## src/hdl/fdcs_pkg.sv

```systemverilog
package fdcs_pkg;

    localparam int ADDR_W     = 17;
    localparam int DATA_W     = 64;
    localparam int LANES      = 8;
    localparam int STAT_W     = 2;
    localparam int TO_W       = 4;
    localparam int FIFO_DEPTH = 8;

    // status codes and strobe level, overridable at the top
    localparam logic [STAT_W-1:0] STAT_IDLE_DEF = 2'h0;
    localparam logic [STAT_W-1:0] STAT_ACT_DEF  = 2'h1;
    localparam logic              CAS_ACT_DEF   = 1'b0;

    // least RAS high cycles before the row strobe may fall
    localparam logic [1:0]      RAS_HI_MIN     = 2'h3;
    // extra cycles after ras_low2 for writes with exceptions on
    localparam logic [TO_W-1:0] EXC_INSERT_CYC = 4'h2;

    typedef enum logic [3:0] {
        ST_ROW1,
        ST_ROW2,
        ST_RAS_HW,
        ST_RAS_L1,
        ST_RAS_L2,
        ST_EXC_INS,
        ST_EXC_RET,
        ST_COL,
        ST_TURNOFF
    } fdcs_state_e;

    typedef struct packed {
        logic [ADDR_W-1:0] row;
        logic [ADDR_W-1:0] col;
        logic              write;
        logic              packet;
        logic [LANES-1:0]  lanes;
        logic [DATA_W-1:0] data;
    } fdcs_req_s;

    typedef struct packed {
        logic              ready;
        logic              exception;
        logic              exc_en;
        logic [TO_W-1:0]   turnoff;
    } fdcs_ctl_s;

endpackage

```

## src/hdl/fdcs_cnt.sv

```systemverilog
`timescale 1ns/1ps
module fdcs_cnt #(
    parameter int W = 4
) (
    input  wire logic         clock_in,
    input  wire logic         rstn_in,
    input  wire logic         load_in,
    input  wire logic [W-1:0] value_in,
    output logic              last_out
);
    typedef struct packed {
        logic [W-1:0] count;
    } fdcs_cnt_s;

    fdcs_cnt_s q;
    fdcs_cnt_s d;

    // high in the final cycle of a loaded run
    assign last_out = (q.count == W'(1));

    always_comb begin
        d = q;
        if (load_in) begin
            d.count = value_in;
        end else if (q.count != '0) begin
            d.count = q.count - 1'b1;
        end
    end

    always_ff @(posedge clock_in or negedge rstn_in) begin
        if (!rstn_in) begin
            q <= '0;
        end else begin
            q <= d;
        end
    end
endmodule

```

## src/hdl/fdcs_fifo.sv

```systemverilog
`timescale 1ns/1ps
module fdcs_fifo #(
    parameter int WIDTH = 8,
    parameter int DEPTH = 8
) (
    input  wire logic             clock_in,
    input  wire logic             rstn_in,
    input  wire logic             in_valid_in,
    output logic                  in_ready_out,
    input  wire logic [WIDTH-1:0] in_data_in,
    output logic                  out_valid_out,
    input  wire logic             out_ready_in,
    output logic      [WIDTH-1:0] out_data_out
);
    localparam int PW = $clog2(DEPTH);

    typedef struct packed {
        logic [DEPTH-1:0][WIDTH-1:0] mem;
        logic [PW-1:0]               wr_ptr;
        logic [PW-1:0]               rd_ptr;
        logic [PW:0]                 count;
        logic                        not_full;
    } fdcs_fifo_s;

    fdcs_fifo_s q;
    fdcs_fifo_s d;
    logic       push;
    logic       pop;

    assign push          = in_valid_in && q.not_full;
    assign pop           = out_ready_in && (q.count != '0);
    assign in_ready_out  = q.not_full;
    assign out_valid_out = (q.count != '0);
    assign out_data_out  = q.mem[q.rd_ptr];

    always_comb begin
        d = q;
        if (push) begin
            d.mem[q.wr_ptr] = in_data_in;
            d.wr_ptr        = (q.wr_ptr == PW'(DEPTH - 1)) ? '0
                              : q.wr_ptr + 1'b1;
        end
        if (pop) begin
            d.rd_ptr = (q.rd_ptr == PW'(DEPTH - 1)) ? '0
                       : q.rd_ptr + 1'b1;
        end
        d.count    = q.count + (PW+1)'(push) - (PW+1)'(pop);
        d.not_full = (d.count != (PW+1)'(DEPTH));
    end

    always_ff @(posedge clock_in or negedge rstn_in) begin
        if (!rstn_in) begin
            q          <= '0;
            q.not_full <= 1'b1;
        end else begin
            q <= d;
        end
    end
endmodule

```

## src/hdl/fdcs_seq.sv

```systemverilog
`timescale 1ns/1ps
module fdcs_seq #(
    parameter logic [1:0] STAT_IDLE = fdcs_pkg::STAT_IDLE_DEF,
    parameter logic [1:0] STAT_ACT  = fdcs_pkg::STAT_ACT_DEF,
    parameter logic       CAS_ACT   = fdcs_pkg::CAS_ACT_DEF,
    parameter int         DEPTH     = fdcs_pkg::FIFO_DEPTH
) (
    input  wire logic                            clock_in,
    input  wire logic                            rstn_in,
    input  wire logic                            req_valid_in,
    output logic                                 req_ready_out,
    input  wire fdcs_pkg::fdcs_req_s             req_in,
    input  wire fdcs_pkg::fdcs_ctl_s             ctl_in,
    output logic                                 ras_n_out,
    output logic [fdcs_pkg::LANES-1:0]           cas_out,
    output logic [fdcs_pkg::STAT_W-1:0]          status_out,
    output logic [fdcs_pkg::ADDR_W-1:0]          row_col_addr_bus_out,
    input  wire logic [fdcs_pkg::DATA_W-1:0]     muxed_bus_in,
    output logic [fdcs_pkg::DATA_W-1:0]          muxed_bus_out,
    output logic                                 muxed_bus_oe_out,
    output logic [fdcs_pkg::DATA_W-1:0]          rd_data_out,
    output logic                                 rd_valid_out
);
    import fdcs_pkg::*;

    typedef struct packed {
        logic              rdy_s1;
        logic              rdy_s2;
        logic              exc_s1;
        logic              exc_s2;
        fdcs_state_e       st;
        logic [ADDR_W-1:0] open_row;
        logic              write;
        logic              packet;
        logic              exc_en;
        logic [TO_W-1:0]   turnoff;
        logic [1:0]        ras_hi;
        logic              c1;
        logic              c2;
        logic              ras_n;
        logic [LANES-1:0]  cas;
        logic [STAT_W-1:0] status;
        logic [ADDR_W-1:0] addr;
        logic [DATA_W-1:0] wdata;
        logic              oe;
        logic [DATA_W-1:0] rdata;
        logic              rvalid;
    } fdcs_seq_s;

    localparam logic [LANES-1:0] CAS_OFF = {LANES{~CAS_ACT}};

    fdcs_seq_s q;
    fdcs_seq_s d;

    fdcs_req_s       head;
    logic            head_valid;
    logic            pop;
    logic            start;
    logic            cnt_load;
    logic [TO_W-1:0] cnt_value;
    logic            cnt_last;
    logic [TO_W-1:0] need_to;

    fdcs_fifo #(
        .WIDTH ($bits(fdcs_req_s)),
        .DEPTH (DEPTH)
    ) fdcs_fifo_i (
        .clock_in      (clock_in),
        .rstn_in       (rstn_in),
        .in_valid_in   (req_valid_in),
        .in_ready_out  (req_ready_out),
        .in_data_in    (req_in),
        .out_valid_out (head_valid),
        .out_ready_in  (pop),
        .out_data_out  (head)
    );

    fdcs_cnt #(
        .W (TO_W)
    ) fdcs_cnt_i (
        .clock_in (clock_in),
        .rstn_in  (rstn_in),
        .load_in  (cnt_load),
        .value_in (cnt_value),
        .last_out (cnt_last)
    );

    // column start only for the open row in the same direction
    assign start = head_valid && (head.row == q.open_row)
                   && (head.write == q.write);
    // turnoff count that applies when this row is closed
    assign need_to = (!q.write || q.packet) ? q.turnoff : '0;

    always_comb begin
        d        = q;
        pop      = 1'b0;
        cnt_load = 1'b0;
        cnt_value = '0;
        d.rdy_s1 = ctl_in.ready;
        d.rdy_s2 = q.rdy_s1;
        d.exc_s1 = ctl_in.exception;
        d.exc_s2 = q.exc_s1;
        d.status = STAT_IDLE;
        d.cas    = CAS_OFF;
        d.oe     = 1'b0;
        d.c1     = 1'b0;
        d.c2     = q.c1;
        d.rvalid = 1'b0;
        d.ras_hi = !q.ras_n ? 2'h0
                   : (q.ras_hi == 2'h3) ? q.ras_hi : q.ras_hi + 2'h1;
        // capture runs apart from the state machine
        if (q.c2) begin
            d.rdata  = muxed_bus_in;
            d.rvalid = 1'b1;
        end
        unique case (q.st)
            ST_ROW1: begin
                if (head_valid) begin
                    d.open_row = head.row;
                    d.addr     = head.row;
                    d.write    = head.write;
                    d.packet   = head.packet;
                    d.exc_en   = ctl_in.exc_en;
                    d.turnoff  = ctl_in.turnoff;
                    d.st       = ST_ROW2;
                end
            end
            ST_ROW2: begin
                if (q.exc_en && q.exc_s2) begin
                    d.st = ST_EXC_RET;
                end else if (q.rdy_s2) begin
                    if (q.ras_hi < RAS_HI_MIN - 2'h1) begin
                        d.st = ST_RAS_HW;
                    end else begin
                        d.st    = ST_RAS_L1;
                        d.ras_n = 1'b0;
                    end
                end
            end
            ST_RAS_HW: begin
                d.st    = ST_RAS_L1;
                d.ras_n = 1'b0;
            end
            ST_RAS_L1: begin
                d.st = ST_RAS_L2;
            end
            ST_RAS_L2: begin
                if (q.rdy_s2) begin
                    if (q.write && q.exc_en) begin
                        cnt_load  = 1'b1;
                        cnt_value = EXC_INSERT_CYC;
                        d.st      = ST_EXC_INS;
                    end else begin
                        d.st = ST_COL;
                    end
                end
            end
            ST_EXC_INS: begin
                if (cnt_last) begin
                    d.st = ST_COL;
                end
            end
            ST_EXC_RET: begin
                d.st = ST_ROW1;
            end
            ST_COL: begin
                if (start) begin
                    pop      = 1'b1;
                    d.status = STAT_ACT;
                    d.addr   = head.col;
                    if (q.write) begin
                        d.cas   = CAS_ACT ? head.lanes : ~head.lanes;
                        d.wdata = head.data;
                        d.oe    = 1'b1;
                    end else begin
                        d.cas = {LANES{CAS_ACT}};
                        d.c1  = 1'b1;
                    end
                end else if (head_valid && !q.c1 && !q.c2) begin
                    // new row: leave only once the pipe is empty
                    d.ras_n = 1'b1;
                    if (need_to != '0) begin
                        cnt_load  = 1'b1;
                        cnt_value = need_to;
                        d.st      = ST_TURNOFF;
                    end else begin
                        d.st = ST_ROW1;
                    end
                end
                // otherwise a bubble: idle status, strobes off
            end
            ST_TURNOFF: begin
                if (cnt_last) begin
                    d.st = ST_ROW1;
                end
            end
        endcase
    end

    always_ff @(posedge clock_in or negedge rstn_in) begin
        if (!rstn_in) begin
            q        <= '0;
            q.st     <= ST_ROW1;
            q.ras_n  <= 1'b1;
            q.cas    <= CAS_OFF;
            q.status <= STAT_IDLE;
        end else begin
            q <= d;
        end
    end

    assign ras_n_out            = q.ras_n;
    assign cas_out              = q.cas;
    assign status_out           = q.status;
    assign row_col_addr_bus_out = q.addr;
    assign muxed_bus_out        = q.wdata;
    assign muxed_bus_oe_out     = q.oe;
    assign rd_data_out          = q.rdata;
    assign rd_valid_out         = q.rvalid;
endmodule

```

## config.mk

```make
export PLATFORM = sky130hd
export DESIGN_NAME = fdcs_seq
export DESIGN_NICKNAME = d
export VERILOG_FILES = /design/src/hdl/fdcs_pkg.sv /design/src/hdl/fdcs_cnt.sv /design/src/hdl/fdcs_fifo.sv /design/src/hdl/fdcs_seq.sv
export SDC_FILE = /design/constraint.sdc
export NUM_CORES = 2
export LEC_CHECK = 0
export ABC_AREA = 1
export BUFFER_PORTS_ARGS = -buffer_cell sky130_fd_sc_hd__buf_4
export CAP_MARGIN = 0
export CORE_MARGIN = 2
export CORE_UTILIZATION = 40
export DETAILED_ROUTE_END_ITERATION = 8
export PLACE_DENSITY = 0.67
export SLEW_MARGIN = 20
export SYNTH_ARGS = -nofsm -noshare
export SYNTH_HDL_FRONTEND = slang
export SYNTH_SLANG_ARGS = --single-unit
```

## constraint.sdc

```tcl
create_clock -name clock_in -period 3.4 [get_ports clock_in]
set_input_delay 0 -clock clock_in [delete_from_list [all_inputs] [get_ports clock_in]]
set_output_delay 0 -clock clock_in [all_outputs]
set_load 0.02 [all_outputs]
```

### Word-level counts from Yosys, hierarchy flattened

Cells that the tools add are included.

* register bits after elaboration: 1073
* output and inout bits: 159
* bits of input ports: 182

* eq/ne operators: 27
* reductions and logical operators: 25
* $lt $le $gt $ge: 4
* bitwise logic cells: 1
* multiplexer cells: 55
* $add $sub $neg: 6

Operators by type and width (count)
* $bwmux W864: 1
* $bmux W108 S3: 1
* $demux W108 S3: 1
* $mux W108: 2
* $mux W92: 1
* $mux W65: 1
* $mux W4: 14
* $pmux W4 S9: 1
* $pmux W17 S2: 1
* $mux W28: 1
* $ne A2 B2 Y1 const B: 11
* $mux W1: 18
* $eq A17 B17 Y1: 1
* $mux W17: 1
* $eq A4 B3 Y1 const B: 4
* $reduce_bool A4 Y1: 3
* $mux W10: 1
* $mux W2: 5
* $logic_and A1 B1 Y1: 9
* $eq A4 B1 Y1 const B: 2
* $eq A4 B2 Y1 const B: 2
* $lt A3 B4 Y1 const B: 2
* $mux W8: 1
* $not A8 Y8: 1
* other kinds (26): 33

### Depth between registers and ports, before layout

* depth after elaboration: 10
* gate-level depth with buffers: 25

### Modules after synthesis

From an unflattened synthesis, not the netlist that was laid out.

* cell total of the unflattened synthesis: 6888
* area, all modules: 52325.2 µm²

Modules (own cells, without submodules)
* fdcs_fifo: cells an instance 5831, sequential area each 21897.3 µm², area an instance 42544.6 µm², instances 1
* fdcs_seq: cells an instance 1020, sequential area each 4840.9 µm², area an instance 9489.1 µm², instances 1
* fdcs_cnt: cells an instance 37, sequential area each 100.1 µm², area an instance 291.5 µm², instances 1

### Worst setup path after synthesis

Ideal clock, no wire load.

* path type: register -> register
* start: reg fdcs_fifo_i.q[6] (netlist name)
* end: reg fdcs_fifo_i.q, in the netlist fdcs_fifo_i.in_ready_out
* data arrival time: 3.184 ns
* slack: 0.134 ns
* stages on the path, launching flop included: 25
* data required time: 3.317 ns
* path through: dfrtp_1 > buf_2 > inv_2 > buf_4 > buf_4 > nand2_1 > nand3_1 > nand2_1 > nand2_1 > nand2_1 > nor2_1 > nand2_1 > nor2_2 > buf_2 > nand3_4 > buf_2 > inv_1 > ha_1 > inv_1 > ha_1 > inv_1 > fa_1 > inv_1 > nor3_1 > nand2_1

RTL lines
* start, declared: line fdcs_fifo.sv:25 `fdcs_fifo_s q;`

==> run metrics <==
status=complete, but fails checks; failing checks=hold timing; Clock Pin Slew Worst Setup and Hold Paths=60 ps; Fin. Hold Viols=5; clk_lat worst skew=720 ps; hold slack=-5.77 ps; clock power share=27.7%; # setup viols final=0; routability cong.=0.860; YS warnings=0; Final Skew=around 55 ps; Area Overhead vs Synth=19.2%; Post-synth EDFFs=0; ys flop type=dfrtp_1; Worst EP required=~4000 ps; Final Core Density=48.0%; Syn Nets=5780; pre-CTS setup slack=26.3 ps; Distinct cells, synth=38; Synth async-reset ratio=between 90% and 100%; P_int=30.4 mW; remaining antenna violation count=0; P per Cell Area=816 mW/mm^2; Final min period=3290 ps; Tightest Hold Check Type=primary input to async pin; Initial DRC Count=3686; Non-Filler Instances=7436; CTS H-tree depth=3; Net Sw Power=15.8 mW; via/cell ratio=5.29; synthesized cell area=0.0475 mm^2; Peak supply drop=0.632 mV; worst setup margin=112 ps; Starting Density=40.2%; final-report max-slew violation count=0; Tightest Pin Transition=1120 ps; antenna violations before repair=3; Final Cycle Share=a little over nine tenths; Sinks on Clock Net=1072; CTS tree=yes; combinational share of power=27.4%; iteration count of the initial detailed-routing pass=6; reg-to-reg startpoint=fdcs_fifo_i.q[5]; vias in the first global route=about 38000; critical path endpoint category=flip-flop; PortBufs=339; Overflow after GRT=0; post-placement cell count=7015; Switching Share=34.2%; full die area=between 0.1 and 0.15 mm^2; sequential fraction of the synthesis area=56.6%; drt wl/cell=18.3 um; cell count after synthesis=5584; via count=39300; fraction of power consumed by sequential logic=45.0%; achievable clock frequency=304 MHz; share of cells above drive strength 1=12.2%; Setup crit start=fdcs_fifo_i.q[5]; TritonCTS Buffers=between 100 and 150; number of max-cap violations=0; total negative slack=0 ps; Horiz. Die Dim=between 300 and 400 um; Total Wirelength=136000 um; core box area=about 0.12 mm^2; Worst Path Max Fanout=8; worst path arrival time=3930 ps; first-pass GRT wire length=216000 um; # DRC=0; CP Launch Type=flip-flop; nets@finish=about 6000; max_slew headroom=25.3%; GRT Overall Usage=between 20% and 30%; Setup CP Type=flip-flop to flip-flop; Yosys reg bits=around 1100; Die H=348 um; Post-DP HPWL=77100 um; clk buf depth=3; FP Rows=126; root buf cell=clkbuf_16; largest net degree at the start of global routing=217; syn avg cell area=between 8 and 9 um^2; Top Ports=341; Lkg Pwr=27.2 nW
through the flow:
stage	total power, mW	hold WS (ps)	cell area, um^2
floorplan	28.9	-296	47500
global placement	32.5	111	50300
detailed placement	33.0	115	50300
CTS	46.2	1.61	56100
global route	49.6	25.7	56600
finish	46.2	-5.77	56600
state kept, by name, summed over array words and instances (netlist names), 3 cells and up:
name	cells
fdcs_fifo_i.q	874
fdcs_cnt_i.q	4
cas_out	8
row_col_addr_bus_out	17
rd_data_out	64
muxed_bus_out	64
d	3
q	33
cells by family after synthesis:
family	after synthesis	synth area share (%)
flip-flops	1072	56.6
XOR/XNOR	6	0.111
buffers and inverters	808	8.03
AO/OA/AOI/OAI	1606	17.9
other	1	0.00790
AND/OR/NAND/NOR	2077	17.0
adder cells (fa/ha/maj)	14	0.385
power groups by stage:
stage,clock network (mW),registers [mW],logic [mW]
after floorplan,0,20.1,8.84
after global placement,0,20.7,11.8
after detailed placement,0,20.8,12.2
after CTS,13.1,20.7,12.4
after global routing,13.6,21.4,14.6
final,12.8,20.8,12.6
Yosys cell counts (4+ instances only):
cell      number  area, um^2
o21ai_1       69         345
inv_2          4        15.0
buf_2         47         235
o221ai_1      64         561
buf_6         13         146
nand3b_1       5        37.5
ha_1          13         163
nor3_1         8        40.0
inv_1        256         961
a31oi_1       18         113
dfrtp_1     1062       26600
nand3_1      138         691
buf_1          9        33.8
nand2_1     1470        5520
o31ai_1        8        60.1
o22ai_1       83         519
nor2_1       437        1640
clkbuf_1     314        1180
o211ai_1       4        30.0
dfstp_2       10         263
a21oi_1       40         200
o21ai_0     1299        6500
buf_4        165        1240
nand4_1       11        68.8
a221oi_1      16         140
placed cells by master, fill, tap and decap left out, drive strengths merged, types with 11 or more instances in the layout:
| cell type | synthesis | final |
|---|---|---|
| a21oi | 40 | 40 |
| a221oi | 16 | 16 |
| a31oi | 18 | 18 |
| buf | 234 | 463 |
| clkbuf | 314 | 175 |
| clkinv | 0 | 25 |
| dfrtp | 1062 | 1062 |
| dlygate4sd3 | 0 | 184 |
| ha | 13 | 13 |
| inv | 260 | 261 |
| nand2 | 1471 | 1471 |
| nand3 | 139 | 139 |
| nand4 | 11 | 11 |
| nor2 | 440 | 440 |
| o21ai | 1368 | 1368 |
| o221ai | 64 | 64 |
| o22ai | 83 | 83 |
layer usage:
metal	share of wire, %	global-route usage, %	vias up
met4	2.5	6.30	2
met1	45	30.9	19100
met2	46	35.7	1367
met5	0.0095	0	-
li1	-	-	18700
met3	6.8	3.54	207
worst max-delay path, stage by stage, from the launching register on:
cell      delay (ps)
dfrtp_4          460
buf_12           140
buf_8            140
clkinv_8          70
buf_12           140
nand2_2           60
nand3_2           70
nand2_2           90
nand2_2           60
nand3_2           90
nand2_2           50
nor2_2           100
nand2_1           90
nor2_2           130
and2_4           160
nand3_4           80
inv_4             80
ha_4             190
inv_2             40
ha_2             180
inv_2             40
fa_1             490
inv_2             40
nor3_2           140
nand2_1           70
final timing paths:
| path | to | slack (ps) | depth (start not counted) |
|---|---|---|---|
| max reg2reg | fdcs_fifo_i.in_ready_out | 110 | 24 |
| min in group clock_in | rd_data_out[0] | 80 | 4 |
| min reg2reg | q[192] | 360 | 0 |
| max in group asynchronous | fdcs_fifo_i.q[215] | 2160 | 3 |
| min | rd_data_out[57] | -6 | 2 |
| max | fdcs_fifo_i.in_ready_out | 110 | 24 |
final cells by class:
cell class                      count  area (um^2)
Timing Repair Buffer              651         5860
Timing Repair inverter              3         33.8
Clock buffer                      171         3350
Fill cell                       11100        61400
Tap cell                         1536         1920
Inverter                          260         1000
Antenna cell                        2         5.00
Sequential cell                  1072        26800
Clock inverter                     37          539
Multi-Input combinational cell   3704        17000
repair_timing:
| action | 4_1_cts | 5_1_grt |
|---|---|---|
| gates resized for setup | 0 | 56 |
| hold buffers | 184 | 0 |
| hold endpoints to repair | 1213 | 0 |
| setup buffers | 0 | 18 |
| endpoints found under the setup margin | 0 | 2 |
No activity file was read; power rests on OpenSTA's default activity.
